===== src/hbgc_defs.vh =====
// constants for the half-bridge gate controller
`ifndef HBGC_DEFS_VH
`define HBGC_DEFS_VH
`define HBGC_ADR_CTRL 4'h0
`define HBGC_ADR_TIME 4'h1
`define HBGC_ADR_STAT 4'h2
`define HBGC_ADR_SW1 4'h4
`define HBGC_CTRL_RST 32'h0004_0000
`define HBGC_TIME_RST 24'h14_0a_0a
`define HBGC_F_LVL 16
`define HBGC_F_STGA 17
`define HBGC_F_FMOD 18
`define HBGC_F_CPON 19
`define HBGC_F_GEN 20
`define HBGC_F_PARK 21
`define HBGC_F_SLAM 22
`define HBGC_M_INIT 3'h0
`define HBGC_M_NORMAL 3'h1
`define HBGC_M_STOP 3'h2
`define HBGC_M_SLEEP 3'h3
`endif


===== src/hbgc_top.v =====
// four half-bridge gate control with wishbone registers
// Operation
// - off-time below active guard drives PWM FET as active, motor as load.
// - high duty: PWM FET lags input by FW guard, opposite FET stays off.
// - no active freewheel when off-time below FW plus active guard.
// - on-time below FW guard: PWM FET driven delayed by one guard time.
// - status shows PWM FET timings, or active FET when generator detect set.
// - rise end not seen before blank time reports rise as zero.
// - fall end not seen before active guard reports fall as zero.
// - extreme duty cycles report all four timings as zero.
// - supply, mode, pump and overvoltage faults force all gates pulled down.
// - pulldown in non-normal modes, low-sides exempt while parking brake.
// - slam request acts only in normal mode.
// - slam turns PWM bridges off and stops pump in the same cycle, for active guard plus one cycle.
// - after that first PWM input drives all four low-sides directly.
// - each low-side can be excluded from slam braking.
// - parking brake on stop/sleep waits active guard plus one cycle, bridges and pump already off outside normal mode.
// - parking: low-side pulldown released, high-side applied, low-sides follow PWM1.
// - gate level bit selects logic-level or normal-level pump regulation.
// - stage bit 0 dual stage, 1 automatic stage by supply hysteresis.
// - frequency modulation bit 0 off, 1 on, reset value 1.
// - active freewheel enable lets opposite FET conduct in off phase.
`timescale 1ns/1ps
`include "hbgc_defs.vh"
module hbgc_top (
    // clock and reset
    input wire core_clk,
    input wire rstn,
    // wishbone slave
    input wire wb_cyc_i,
    input wire wb_stb_i,
    input wire wb_we_i,
    input wire [5:2] wb_adr_i,
    input wire [3:0] wb_sel_i,
    input wire [31:0] wb_dat_i,
    output reg [31:0] wb_dat_o,
    output reg wb_ack_o,
    // device mode from the state controller
    input wire [2:0] devMode,
    // pins
    input wire [3:0] pwmPin,
    input wire [3:0] genPin,
    input wire [3:0] edgeStartPin,
    input wire [3:0] edgeDonePin,
    input wire [4:0] faultPin,
    input wire vsHighPin,
    input wire vsLowPin,
    // gate and pump controls
    output reg [3:0] hsGate,
    output reg [3:0] lsGate,
    output reg [3:0] hsPulldown,
    output reg [3:0] lsPulldown,
    output reg staticDischarge,
    output reg pumpOn,
    output reg pumpNormalLevel,
    output reg pumpSingleStage,
    output reg pumpFreqMod
);
    localparam ST_RUN = 2'h0;
    localparam ST_TOFF = 2'h1;
    localparam ST_BRAKE = 2'h2;

    function [7:0] satInc;
        input [7:0] v;
        begin
            satInc = (v == 8'hff) ? v : v + 8'h01;
        end
    endfunction

    reg [31:0] ctrl;
    reg [23:0] timing;
    reg [31:0] swStat [0:3];
    wire [7:0] ccpAct = timing[7:0];
    wire [7:0] ccpFw = timing[15:8];
    wire [7:0] blankT = timing[23:16];

    // two-flop synchronisers for every pin
    reg [18:0] syncA;
    reg [18:0] syncB;
    always @(posedge core_clk or negedge rstn) begin
        if (!rstn) begin
            syncA <= 19'h0;
            syncB <= 19'h0;
        end else begin
            syncA <= {vsLowPin, vsHighPin, faultPin, edgeDonePin, edgeStartPin, genPin};
            syncB <= syncA;
        end
    end
    wire [3:0] gen = syncB[3:0];
    wire [3:0] eStart = syncB[7:4];
    wire [3:0] eDone = syncB[11:8];
    wire anyFault = |syncB[16:12];
    wire vsHigh = syncB[17];
    wire vsLow = syncB[18];
    reg [3:0] pwmA;
    reg [3:0] pwm;
    reg [3:0] pwmQ;
    always @(posedge core_clk or negedge rstn) begin
        if (!rstn) begin
            pwmA <= 4'h0;
            pwm <= 4'h0;
            pwmQ <= 4'h0;
        end else begin
            pwmA <= pwmPin;
            pwm <= pwmA;
            pwmQ <= pwm;
        end
    end

    // per-bridge pulse shaping
    reg [7:0] onCnt [0:3];
    reg [7:0] offCnt [0:3];
    reg [7:0] riseTmr [0:3];
    reg [7:0] fallTmr [0:3];
    reg [3:0] riseArm;
    reg [3:0] fallArm;
    reg [3:0] pwmDel;
    reg [3:0] shortOn;
    reg [3:0] shortOff;
    reg [3:0] noAfw;
    // each process keeps its own loop index so no variable has two drivers
    always @(posedge core_clk or negedge rstn) begin : pulse_shape
        integer i;
        if (!rstn) begin
            for (i = 0; i < 4; i = i + 1) begin
                onCnt[i] <= 8'h0;
                offCnt[i] <= 8'h0;
                riseTmr[i] <= 8'h0;
                fallTmr[i] <= 8'h0;
            end
            riseArm <= 4'h0;
            fallArm <= 4'h0;
            pwmDel <= 4'h0;
            shortOn <= 4'h0;
            shortOff <= 4'h0;
            noAfw <= 4'hf;
        end else begin
            for (i = 0; i < 4; i = i + 1) begin
                onCnt[i] <= pwm[i] ? (pwmQ[i] ? satInc(onCnt[i]) : 8'h01) : onCnt[i];
                offCnt[i] <= !pwm[i] ? (!pwmQ[i] ? satInc(offCnt[i]) : 8'h01) : offCnt[i];
                // separate timers per edge so pulses shorter than the lag survive
                if (pwm[i] && !pwmQ[i]) begin
                    riseArm[i] <= 1'b1;
                    riseTmr[i] <= 8'h0;
                    shortOff[i] <= offCnt[i] < ccpAct;
                    noAfw[i] <= {1'b0, offCnt[i]} < ({1'b0, ccpFw} + {1'b0, ccpAct});
                end else if (riseArm[i]) begin
                    riseTmr[i] <= satInc(riseTmr[i]);
                end
                if (!pwm[i] && pwmQ[i]) begin
                    fallArm[i] <= 1'b1;
                    fallTmr[i] <= 8'h0;
                    shortOn[i] <= onCnt[i] < ccpFw;
                end else if (fallArm[i]) begin
                    fallTmr[i] <= satInc(fallTmr[i]);
                end
                // command lags the input by one FW guard time
                if (riseArm[i] && riseTmr[i] >= ccpFw) begin
                    pwmDel[i] <= 1'b1;
                    riseArm[i] <= 1'b0;
                end else if (fallArm[i] && fallTmr[i] >= ccpFw) begin
                    pwmDel[i] <= 1'b0;
                    fallArm[i] <= 1'b0;
                end
            end
        end
    end

    // opposite FET conducts only with both raw and lagged command low
    wire [3:0] afwEn = ctrl[11:8];
    wire [3:0] pwmAllow = ctrl[15:12];
    wire [3:0] oppCmd = afwEn & ~noAfw & ~shortOn & ~shortOff & ~pwm & ~pwmDel;
    wire [3:0] extreme = shortOn | shortOff;

    // switching time measurement
    reg [1:0] mPhase [0:3];
    reg [7:0] mCnt [0:3];
    reg [7:0] mDly [0:3];
    reg [3:0] cmdQ;
    reg [3:0] measCmd;
    always @* begin : meas_sel
        integer i;
        i = 0;
        for (i = 0; i < 4; i = i + 1) begin
            measCmd[i] = (ctrl[`HBGC_F_GEN] && gen[i]) ? oppCmd[i] : pwmDel[i];
        end
    end
    always @(posedge core_clk or negedge rstn) begin : meas_time
        integer i;
        if (!rstn) begin
            for (i = 0; i < 4; i = i + 1) begin
                mPhase[i] <= 2'h0;
                mCnt[i] <= 8'h0;
                mDly[i] <= 8'h0;
                swStat[i] <= 32'h0;
            end
            cmdQ <= 4'h0;
        end else begin
            cmdQ <= measCmd;
            for (i = 0; i < 4; i = i + 1) begin
                mCnt[i] <= satInc(mCnt[i]);
                if (extreme[i]) begin
                    swStat[i] <= 32'h0;
                    mPhase[i] <= 2'h0;
                end else if (measCmd[i] != cmdQ[i]) begin
                    mPhase[i] <= 2'h1;
                    mCnt[i] <= 8'h0;
                end else if (mPhase[i] == 2'h1 && eStart[i]) begin
                    mDly[i] <= mCnt[i];
                    mCnt[i] <= 8'h0;
                    mPhase[i] <= 2'h2;
                end else if (mPhase[i] == 2'h2 && cmdQ[i]) begin
                    if (eDone[i]) begin
                        swStat[i][7:0] <= mDly[i];
                        swStat[i][23:16] <= mCnt[i];
                        mPhase[i] <= 2'h0;
                    end else if (mCnt[i] >= blankT) begin
                        swStat[i][7:0] <= mDly[i];
                        swStat[i][23:16] <= 8'h0;
                        mPhase[i] <= 2'h0;
                    end
                end else if (mPhase[i] == 2'h2) begin
                    if (eDone[i]) begin
                        swStat[i][15:8] <= mDly[i];
                        swStat[i][31:24] <= mCnt[i];
                        mPhase[i] <= 2'h0;
                    end else if (mCnt[i] >= ccpAct) begin
                        swStat[i][15:8] <= mDly[i];
                        swStat[i][31:24] <= 8'h0;
                        mPhase[i] <= 2'h0;
                    end
                end
            end
        end
    end

    // braking sequencer shared by slam and parking
    wire isNormal = devMode == `HBGC_M_NORMAL;
    wire slamReq = ctrl[`HBGC_F_SLAM] && isNormal;
    wire parkReq = ctrl[`HBGC_F_PARK] &&
        (devMode == `HBGC_M_STOP || devMode == `HBGC_M_SLEEP);
    reg [1:0] bState;
    reg [7:0] bCnt;
    reg parking;
    always @(posedge core_clk or negedge rstn) begin
        if (!rstn) begin
            bState <= ST_RUN;
            bCnt <= 8'h0;
            parking <= 1'b0;
        end else begin
            case (bState)
                ST_RUN: begin
                    bCnt <= 8'h0;
                    if (slamReq || parkReq) begin
                        bState <= ST_TOFF;
                        parking <= parkReq;
                    end
                end
                ST_TOFF: begin
                    bCnt <= satInc(bCnt);
                    if (!(slamReq || parkReq)) begin
                        bState <= ST_RUN;
                    end else if (bCnt >= ccpAct) begin
                        bState <= ST_BRAKE;
                    end
                end
                ST_BRAKE: begin
                    if (!(slamReq || parkReq)) begin
                        bState <= ST_RUN;
                    end
                end
                default: bState <= ST_RUN;
            endcase
        end
    end

    // pump stage hysteresis
    reg singleStage;
    always @(posedge core_clk or negedge rstn) begin
        if (!rstn) begin
            singleStage <= 1'b0;
        end else if (!ctrl[`HBGC_F_STGA]) begin
            singleStage <= 1'b0;
        end else if (vsHigh) begin
            singleStage <= 1'b1;
        end else if (vsLow) begin
            singleStage <= 1'b0;
        end
    end

    // gate output decode
    reg [3:0] nextHs;
    reg [3:0] nextLs;
    reg [3:0] nextHsPd;
    reg [3:0] nextLsPd;
    reg [1:0] bm;
    reg forcedOff;
    always @* begin : gate_dec
        integer i;
        i = 0;
        nextHs = 4'h0;
        nextLs = 4'h0;
        forcedOff = anyFault || (isNormal && !ctrl[`HBGC_F_CPON]);
        nextHsPd = 4'hf;
        nextLsPd = 4'hf;
        for (i = 0; i < 4; i = i + 1) begin
            bm = ctrl[2*i +: 2];
            if (bState == ST_RUN && isNormal && !forcedOff && bm != 2'h0) begin
                nextHsPd[i] = 1'b0;
                nextLsPd[i] = 1'b0;
                if (bm == 2'h1) begin
                    nextHs[i] = pwmDel[i] & pwmAllow[i];
                    nextLs[i] = oppCmd[i] & pwmAllow[i];
                end else if (bm == 2'h2) begin
                    nextLs[i] = pwmDel[i] & pwmAllow[i];
                    nextHs[i] = oppCmd[i] & pwmAllow[i];
                end
            end
        end
        if (bState == ST_BRAKE && !anyFault) begin
            if (parking) begin
                nextLsPd = 4'h0;
                nextLs = {4{pwm[0]}};
            end else begin
                nextLsPd = ctrl[27:24];
                nextLs = {4{pwm[0]}} & ~ctrl[27:24];
            end
        end
    end

    always @(posedge core_clk or negedge rstn) begin
        if (!rstn) begin
            hsGate <= 4'h0;
            lsGate <= 4'h0;
            hsPulldown <= 4'hf;
            lsPulldown <= 4'hf;
            staticDischarge <= 1'b0;
            pumpOn <= 1'b0;
            pumpNormalLevel <= 1'b0;
            pumpSingleStage <= 1'b0;
            pumpFreqMod <= 1'b1;
        end else begin
            hsGate <= nextHs;
            lsGate <= nextLs;
            hsPulldown <= nextHsPd;
            lsPulldown <= nextLsPd;
            staticDischarge <= bState == ST_TOFF;
            pumpOn <= ctrl[`HBGC_F_CPON] && isNormal && bState == ST_RUN;
            pumpNormalLevel <= ctrl[`HBGC_F_LVL];
            pumpSingleStage <= singleStage;
            pumpFreqMod <= ctrl[`HBGC_F_FMOD];
        end
    end

    // wishbone slave, one wait state, ack drops after one cycle
    wire wbReq = wb_cyc_i && wb_stb_i && !wb_ack_o;
    reg [31:0] rdData;
    always @* begin
        case (wb_adr_i)
            `HBGC_ADR_CTRL: rdData = ctrl;
            `HBGC_ADR_TIME: rdData = {8'h0, timing};
            `HBGC_ADR_STAT: rdData = {20'h0, extreme, bState, singleStage, pumpOn,
                                      2'h0, parking, anyFault};
            4'h4, 4'h5, 4'h6, 4'h7: rdData = swStat[wb_adr_i[3:2]];
            default: rdData = 32'h0;
        endcase
    end
    integer b;
    always @(posedge core_clk or negedge rstn) begin
        if (!rstn) begin
            ctrl <= `HBGC_CTRL_RST;
            timing <= `HBGC_TIME_RST;
            wb_ack_o <= 1'b0;
            wb_dat_o <= 32'h0;
        end else begin
            wb_ack_o <= wbReq;
            wb_dat_o <= wbReq ? rdData : 32'h0;
            // writes land on the edge that sees ack, when the master completes
            if (wb_cyc_i && wb_stb_i && wb_we_i && wb_ack_o) begin
                for (b = 0; b < 4; b = b + 1) begin
                    if (wb_sel_i[b] && wb_adr_i == `HBGC_ADR_CTRL) begin
                        ctrl[8*b +: 8] <= wb_dat_i[8*b +: 8];
                    end
                    if (wb_sel_i[b] && wb_adr_i == `HBGC_ADR_TIME && b < 3) begin
                        timing[8*b +: 8] <= wb_dat_i[8*b +: 8];
                    end
                end
            end
        end
    end
endmodule

===== config.mk =====
export PLATFORM = sky130hd
export DESIGN_NAME = hbgc_top
export DESIGN_NICKNAME = d
export VERILOG_FILES = /design/src/hbgc_top.v
export VERILOG_INCLUDE_DIRS = /design/src /design/src/src
export SDC_FILE = /design/constraint.sdc
export NUM_CORES = 1
export LEC_CHECK = 0
export ABC_AREA = 1
export BUFFER_PORTS_ARGS = -buffer_cell sky130_fd_sc_hd__buf_4
export CELL_PAD_IN_SITES_DETAIL_PLACEMENT = 0
export CELL_PAD_IN_SITES_GLOBAL_PLACEMENT = 1
export CORE_ASPECT_RATIO = 0.9
export CORE_MARGIN = 1
export CORE_UTILIZATION = 43
export CTS_BUF_LIST = sky130_fd_sc_hd__clkbuf_8
export CTS_CLUSTER_SIZE = 14
export DETAILED_ROUTE_END_ITERATION = 6
export MAX_ROUTING_LAYER = met4
export PLACE_DENSITY = 0.83
export SYNTH_ARGS = -nofsm -noshare
export SYNTH_HDL_FRONTEND = slang
export SYNTH_SLANG_ARGS = --single-unit

===== constraint.sdc =====
create_clock -name core_clk -period 3.7 [get_ports core_clk]
set_input_delay 0.37 -clock core_clk [delete_from_list [all_inputs] [get_ports core_clk]]
set_output_delay 0.37 -clock core_clk [all_outputs]
set_load 0.1 [all_outputs]

# ---- After elaboration in Yosys (flattened, before gate mapping)
# Index checks and enable logic that the tools add are counted.
dict set report op_classes {
  n_addsub 22
  muxes 239
  n_eq_ne 89
  order_cmp 30
  n_bitwise 34
  reduce_logical 157
}
# cell count
set op_table {}
lappend op_table {{two-way mux 8 bit} 113}
lappend op_table {{two-way mux 32 bit} 15}
lappend op_table {{adder 8 x 1 -> 8 bit (second input constant)} 21}
lappend op_table {{equality test 8 bit (second input constant)} 21}
lappend op_table {{>= comparator 8 bit} 17}
lappend op_table {{case mux 32 bit (4 select lines)} 1}
lappend op_table {{two-way mux 2 bit} 40}
lappend op_table {{binary-select mux 32 bit (select 2 bit)} 1}
lappend op_table {{< comparator 8 bit} 8}
lappend op_table {{two-way mux 1 bit} 63}
lappend op_table {{!= test 2 bit (second input constant)} 31}
lappend op_table {{nonzero test 2 bit} 29}
lappend op_table {{logical AND 1 bit} 51}
lappend op_table {{AND reduction 2 bit} 25}
lappend op_table {{< comparator 8 x 9 -> 1 bit} 4}
lappend op_table {{AND reduction 3 bit} 9}
lappend op_table {{AND 4 bit} 6}
lappend op_table {{!= test 6 x 5 -> 1 bit (second input constant)} 4}
lappend op_table {{inverter 4 bit} 6}
lappend op_table {{nonzero test 3 bit} 8}
lappend op_table {{nonzero test 6 bit} 4}
lappend op_table {{AND reduction 5 bit} 4}
lappend op_table {{nonzero test 5 bit} 4}
lappend op_table {{equality test 2 x 1 -> 1 bit (second input constant)} 9}
lappend op_table {{25 further kinds} 77}
dict set report word_totals {
  word_cells 656
  output_inout_bits 54
  register_bits 528
}

# ---- Logic depth before layout (Yosys ltp)
# Gate-level depths: netlist of run 1.
dict set report depth {
  word_depth 10
  depth_mapped 18
}

# ---- Worst setup path after synthesis of run 1
# No wires, ideal clock.
dict set report synth_path {
  path_type {flip-flop to flip-flop}
  from {reg timing[8]}
  to {reg noAfw[1]}
  setup_slack_ns 0.947
  arrival_time_ns 2.680
  setup_time_ns 0.073
  synth_period_minus_slack_ns 2.753
  stages_incl_launch_ff 19
  required_ns 3.627
  cell_sequence {dfrtp_1 > ha_1 > inv_1 > fa_1 > o21ai_0 > nand2_1 > xor2_1 > ha_1 > nand3_1 > nor2_1 > nor2_1 > nand2_1 > nand2_1 > nand2_1 > nand2_1 > nand2_1 > nand2_1 > nand2_1 > a21oi_1}
}
dict set report synth_via {
  elab_chain_cells 2
}
# item line
set synth_lines {}
lappend synth_lines {{start, declared} hbgc_top.v:71} ;# reg [23:0] timing;
lappend synth_lines {{start signal, assigned} hbgc_top.v:372} ;# timing <= `HBGC_TIME_RST;
lappend synth_lines {{start signal, assigned by index} hbgc_top.v:385} ;# timing[8*b +: 8] <= wb_dat_i[8*b +: 8];
lappend synth_lines {{adder 8 x 8 -> 9 bit} hbgc_top.v:146} ;# noAfw[i] <= {1'b0, offCnt[i]} < ({1'b0, ccpFw} + {1'b0, ccpAct});
lappend synth_lines {{< comparator 8 x 9 -> 1 bit} hbgc_top.v:146}
lappend synth_lines {{end signal, assigned by index} hbgc_top.v:146}
lappend synth_lines {{end, declared} hbgc_top.v:120} ;# reg [3:0] noAfw;
# Every way passes these cells.
# A chain may end at the register's enable or synchronous reset.

# ---- Worst setup path after layout of run 1
dict set report layout_path {
  from {reg timing[1]}
  to {reg noAfw[1]}
}
# The elaborated chain is that of the path after synthesis.

==> flow_summary.json, run 1 <==
{
  "status": "complete, no violations",
  "vias_per_cell": 5.32,
  "worst-path-max-fanout": 4,
  "drtAntennaViolNets": 0,
  "netlist_area_sq_mm": 0.0286,
  "die_h_um": 246,
  "cp-end-kind": "register",
  "clk_pin_slew_ns": 0.06,
  "ys_seq_area_frac": 0.464,
  "finalWirelength_um": 87700,
  "die_w_um": 274,
  "cts_buffer_depth": 3,
  "clk_latency_ns": 0.73,
  "hold_violations": 0,
  "ys_async_sr_fraction": 1.00,
  "grt_start_max_net_pins": 76,
  "portBuffers": 124,
  "io_pins": 125,
  "worst_setup_path_start_kind": "register",
  "finClkSkew_ns": 0.0389,
  "hpwl_um": 63500,
  "syn_avg_cell_area_sq_um": 8.37,
  "rsz0062_at_grt": "no",
  "netlist.area_leader.share": 0.445,
  "leakagePower_nw": 16.3,
  "synthCells": 3412,
  "yosys.area.top_type": "dfrtp_1",
  "power_density_mw_per_mm2": 517,
  "ir_drop_mv": 0.255,
  "grt_overflow": 0,
  "finalWorstPathRequiredPeriod_ns": 3.00,
  "hold_class": "primary input to register",
  "grt_pass1_wl_um": 135000,
  "mostFrequentLayoutCells": "nand2_1, dfrtp_1, inv_1, o21ai_0, ha_1",
  "htree_levels": 3,
  "cts_root_buffer": "clkbuf_8",
  "drc": 0,
  "clock-sinks": 528,
  "synth.distinct_cells": 56,
  "via_count": 24511,
  "whs_ns": 0.0410,
  "start_util": 0.435,
  "grt_pass1_vias": 22617,
  "drt-initial-drc-count": 2230,
  "core_area_sq_mm": 0.0656,
  "worst_slew_pin_slew_ns": 1.01,
  "setup-tns-final_ns": 0,
  "antenna_found_initial": 5,
  "max-cap-violations": 0,
  "yosys-top-cells-area": "dfrtp_1, ha_1, nand2_1",
  "gp_routability_congestion": 0.945,
  "post-cts-setup-buffers": 0,
  "cts_tree": "built",
  "drt_first_pass_iters": 7,
  "area_growth_pct": 16.7,
  "grt.total_usage": 0.271,
  "final_common_cell": "nand2_1",
  "ys_warn_count": 0,
  "setup_viol": 0,
  "wl_per_cell_um": 19.0,
  "num_rows": 89,
  "drive_above_1_share": 0.104,
  "dieArea_sq_mm": 0.0674,
  "drv_slew": 0,
  "synth_edf_count": 0,
  "syn-num-nets": 3725,
  "relSlewSlack": 0.326,
  "finalCritPeriodShare": 0.811,
  "crit_type": "register to register",
  "max_freq_mhz": 333,
  "cts_buffers": 92,
  "fillCellCount": 6219,
  "ys.flop_type": "dfrtp_1",
  "arrival_ns": 3.64,
  "synth-seq-cells": 528,
  "nets": 3975,
  "cp_data_required_time_ns": 4.34
}
[cell usage after synthesis (20+ instances only)]
library cell / instances
a21oi_1: 239
a22o_1: 38
a22oi_1: 24
a31oi_1: 23
buf_2: 23
clkbuf_1: 37
dfrtp_1: 508
dfstp_2: 20
ha_1: 241
inv_1: 420
nand2_1: 770
nand3_1: 222
nand4_1: 56
nor2_1: 237
nor3_1: 77
o21a_1: 22
o21ai_0: 253
xor2_1: 23
[what timing repair did]
| action | 4_1_cts | 5_1_grt |
|---|---|---|
| gates resized for setup | 0 | 0 |
| hold buffers | 57 | 0 |
| endpoints found under the hold margin | 133 | 0 |
| endpoints found under the setup margin | 0 | 0 |
[report_power, final]
part           total, W  switching [W]  leakage (nW)  internal [W]
Clock           0.00594        0.00259          1.15       0.00334
Combinational   0.00438        0.00297          8.11       0.00140
Sequential      0.00692       0.000529          7.03       0.00639
Total            0.0172        0.00610          16.3        0.0111
[critical path, stage by stage (launching register included)]
cell	delay (ns)
dfstp_2	0.54
inv_1	0.07
fa_1	0.45
o21ai_0	0.24
nand2_1	0.10
xor2_1	0.42
ha_1	0.36
nand2_1	0.08
a21oi_1	0.04
nor2_1	0.14
nand2_1	0.07
nand2_1	0.05
nand2_1	0.05
nand2_1	0.07
nand2_1	0.04
nand2_1	0.05
nand2_1	0.04
a21oi_1	0.12
[flip-flops by register name (all words and copies together) (netlist names), 19 cells and up]
signal,flops
syncB,19
riseTmr,32
wb_dat_o,32
timing,24
mCnt,32
syncA,19
ctrl,32
fallTmr,32
mDly,32
swStat,128
onCnt,32
offCnt,32
[final cells by class]
cell class,count,area [sq um],area share
Sequential cell,528,13200,0.397
Multi-Input combinational cell,2377,13300,0.401
Clock buffer,124,1710,0.0512
Clock inverter,48,353,0.0106
Antenna cell,4,10.0,0.000300
Timing Repair Buffer,228,1950,0.0585
Inverter,435,1630,0.0490
Tap cell,864,1080,0.0324
[cells by family (layout without fill, tap and decap cells)]
| kind of cell | count (synthesis) | after routing | synth area share |
|---|---|---|---|
| other | 0 | 4 | 0 |
| buffers and inverters | 507 | 835 | 0.0691 |
| AOI/OAI and AO/OA | 695 | 695 | 0.141 |
| and+or+nand+nor | 1405 | 1405 | 0.208 |
| DFF | 528 | 528 | 0.464 |
| adders and majority gates | 242 | 242 | 0.106 |
| xor gates and xnor gates | 27 | 27 | 0.00828 |
| muxes | 8 | 8 | 0.00316 |
[final timing paths]
path | from | to | slack [ns] | cells past startpoint
min in group asynchronous | rstn | riseTmr[4] | 0.23 | 2
min | wb_dat_i[11] | timing[11] | 0.04 | 3
min reg2reg | syncA[16] | syncB[16] | 0.35 | 0
max | timing[1] | noAfw[1] | 0.70 | 17
max reg2reg | timing[1] | noAfw[1] | 0.70 | 17
max in group asynchronous | rstn | wb_dat_o[27] | 2.42 | 4
[metal layers]
metal	track usage	wire length, um
met5	-	0
met4	0.0690	1830
met1	0.401	42500
met3	0.0571	7230
met2	0.370	36100
[metrics by stage]
stage	power (W)	instances	instance area, sq um	util	setup slack, ns
2_1_floorplan	0.00995	3412	28600	-	0.947
3_3_place_gp	0.0112	4375	30700	0.468	0.805
3_5_place_dp	0.0113	4375	30700	0.468	0.729
4_1_cts	0.0173	4604	33300	0.508	0.709
5_1_grt	0.0183	4607	33300	0.508	0.421
6_report	0.0172	4608	33300	0.508	0.698
(Power assumes the default switching activity.)
==> run 2, diff against run 1 <==
==> constraint.sdc (replaced) <==
create_clock -name core_clk -period 3 [get_ports core_clk]
set_input_delay 0.3 -clock core_clk [delete_from_list [all_inputs] [get_ports core_clk]]
set_output_delay 0.3 -clock core_clk [all_outputs]
set_load 0.1 [all_outputs]
==> run 2 against run 1 <==
Die area is the same. Clock-buffer cell count fell by 8. Sequential power grew 23%. Via count increased by 1.0%. Global-route usage is 0.26 points higher. First-iteration DRC count rose by 1.3%. Final area up 0.65%. Largest cell class unchanged. Highest routed layer unchanged.
==> flow_summary.json, run 2 (same netlist as run 1, synthesis figures left out) <==
{
  "status": "complete, no violations",
  "dr.max_layer_used": "met4",
  "largest_reg_flops": 128,
  "drive_above_1_share": 0.111,
  "finalCritPeriodShare": 0.933,
  "leakagePower_nw": 16.4,
  "max-cap-violations": 0,
  "arrival_ns": 3.43,
  "final_util": 0.511,
  "setup_viol": 0,
  "nets": 4012,
  "drv_slew": 0,
  "finalWorstPathRequiredPeriod_ns": 2.80,
  "crit_start": "timing[1]",
  "r2r_end": "noAfw[1]",
  "grt_pass1_vias": 23041,
  "finalWirelength_um": 88200,
  "relSlewSlack": 0.390,
  "layout.cells.non_filler": 4639,
  "wl_met3_um": 7300,
  "clk_pin_slew_ns": 0.06,
  "cts_root_buffer": "clkbuf_8",
  "vias_per_cell": 5.34,
  "grt_pass1_wl_um": 136000,
  "wl_met2_um": 36700,
  "core_area_sq_mm": 0.0656,
  "via_count": 24755,
  "crit_end": "noAfw[1]",
  "clk_latency_ns": 0.73,
  "grt_overflow": 0,
  "grt.total_usage": 0.273,
  "worst_setup_path_start_kind": "register",
  "die_w_um": 274,
  "gp_routability_congestion": 0.949,
  "start_util": 0.435,
  "finClkSkew_ns": 0.0368,
  "cts_buffers": 91,
  "dieArea_sq_mm": 0.0674,
  "top_register": "swStat",
  "worst-r2r-setup-slack_ns": 0.20,
  "wl_met1_um": 42200,
  "wl_per_cell_um": 19.0,
  "clock-sinks": 528,
  "final_common_cell": "nand2_1",
  "area_growth_pct": 17.4,
  "cp_data_required_time_ns": 3.63,
  "die_h_um": 246,
  "drt-initial-drc-count": 2258,
  "setup-tns-final_ns": 0,
  "portBuffers": 124,
  "finalPower_w": 0.0210,
  "hold_violations": 0,
  "cp-end-kind": "register",
  "grt_start_max_net_pins": 87,
  "hpwl_um": 65100,
  "post-cts-setup-buffers": 0,
  "drt_first_pass_iters": 6,
  "cts_buffer_depth": 3,
  "crit_type": "register to register",
  "io_pins": 125,
  "drc": 0,
  "power_density_mw_per_mm2": 626,
  "rsz0062_at_grt": "no",
  "reg2reg_depth": 15,
  "antenna_found_initial": 1,
  "hold_class": "primary input to register",
  "drtAntennaViolNets": 0,
  "r2r-start": "timing[1]",
  "htree_levels": 3,
  "place_inst": 4407,
  "cts_tree": "built",
  "num_rows": 89,
  "worst_slew_pin_slew_ns": 0.914,
  "ir_drop_mv": 0.353,
  "max_freq_mhz": 357,
  "mostFrequentLayoutCells": "nand2_1, dfrtp_1, inv_1, o21ai_0, ha_1",
  "worst-path-max-fanout": 4
}
-- run 2: worst min path at each step --
stage	to	slack (ns)	from	cells past startpoint
final	timing[15]	0.07	wb_sel_i[1]	3
after global routing	wb_dat_o[17]	0.06	wb_adr_i[2]	6
after CTS	timing[15]	0.005	wb_sel_i[1]	3
after detailed placement	pwm[3]	0.33	pwmA[3]	0
after global placement	syncB[16]	0.33	syncA[16]	0
after floorplan	bCnt[0]	0.004	rstn	0
-- run 2: metal layers --
| layer | vias to the layer above | global-route usage |
|---|---|---|
| met5 | - | - |
| met3 | 135 | 0.0515 |
| li1 | 12038 | - |
| met2 | 837 | 0.380 |
| met4 | 0 | 0.0738 |
| met1 | 11745 | 0.403 |
-- run 2: final cells by class --
class | instances | area (sq um)
antenna | 3 | 7.51
clock buffer | 116 | 1600
clock inverter | 50 | 343
fill | 6237 | 32100
inverter | 435 | 1630
multi-input combinational | 2377 | 13400
sequential | 528 | 13200
tap | 864 | 1080
timing repair buffer | 266 | 2260
-- run 2: power breakdown --
group / total (W) / switching, W / internal (W) / leakage (nW)
registers: 0.00853 / 0.000648 / 0.00788 / 7.03
logic: 0.00549 / 0.00370 / 0.00179 / 8.29
clock network: 0.00697 / 0.00320 / 0.00377 / 1.11
total: 0.0210 / 0.00754 / 0.0134 / 16.4
-- run 2: per-stage QoR --
stage / instance area, sq um / worst slack (ns) / hold WS [ns]
4_1_cts: 33500 / 0.0936 / 0.00523
6_report: 33500 / 0.200 / 0.0656
5_1_grt: 33500 / 0.00352 / 0.0575
2_1_floorplan: 28600 / 0.247 / 0.00441
3_5_place_dp: 30900 / -0.00701 / 0.335
3_3_place_gp: 30900 / 0.0500 / 0.331
-- run 2: worst max-delay path: stages (launching register included) --
cell and delay [ns]:
dfstp_2 0.54, inv_1 0.07, fa_1 0.47, xor2_1 0.49, ha_1 0.36, nand2_1 0.06, a21oi_1 0.05, nor2_1 0.15
nand2_1 0.07, nand2_1 0.05, nand2_1 0.05, nand2_1 0.07, nand2_1 0.05, nand2_1 0.05, nand2_1 0.05, a21oi_1 0.12
-- run 2: timing repair --
action,4_1_cts,5_1_grt
hold buffers,63,0
endpoints found under the hold margin,153,0
setup endpoints to repair,1,4
resized for setup,1,4
gates cloned,0,0
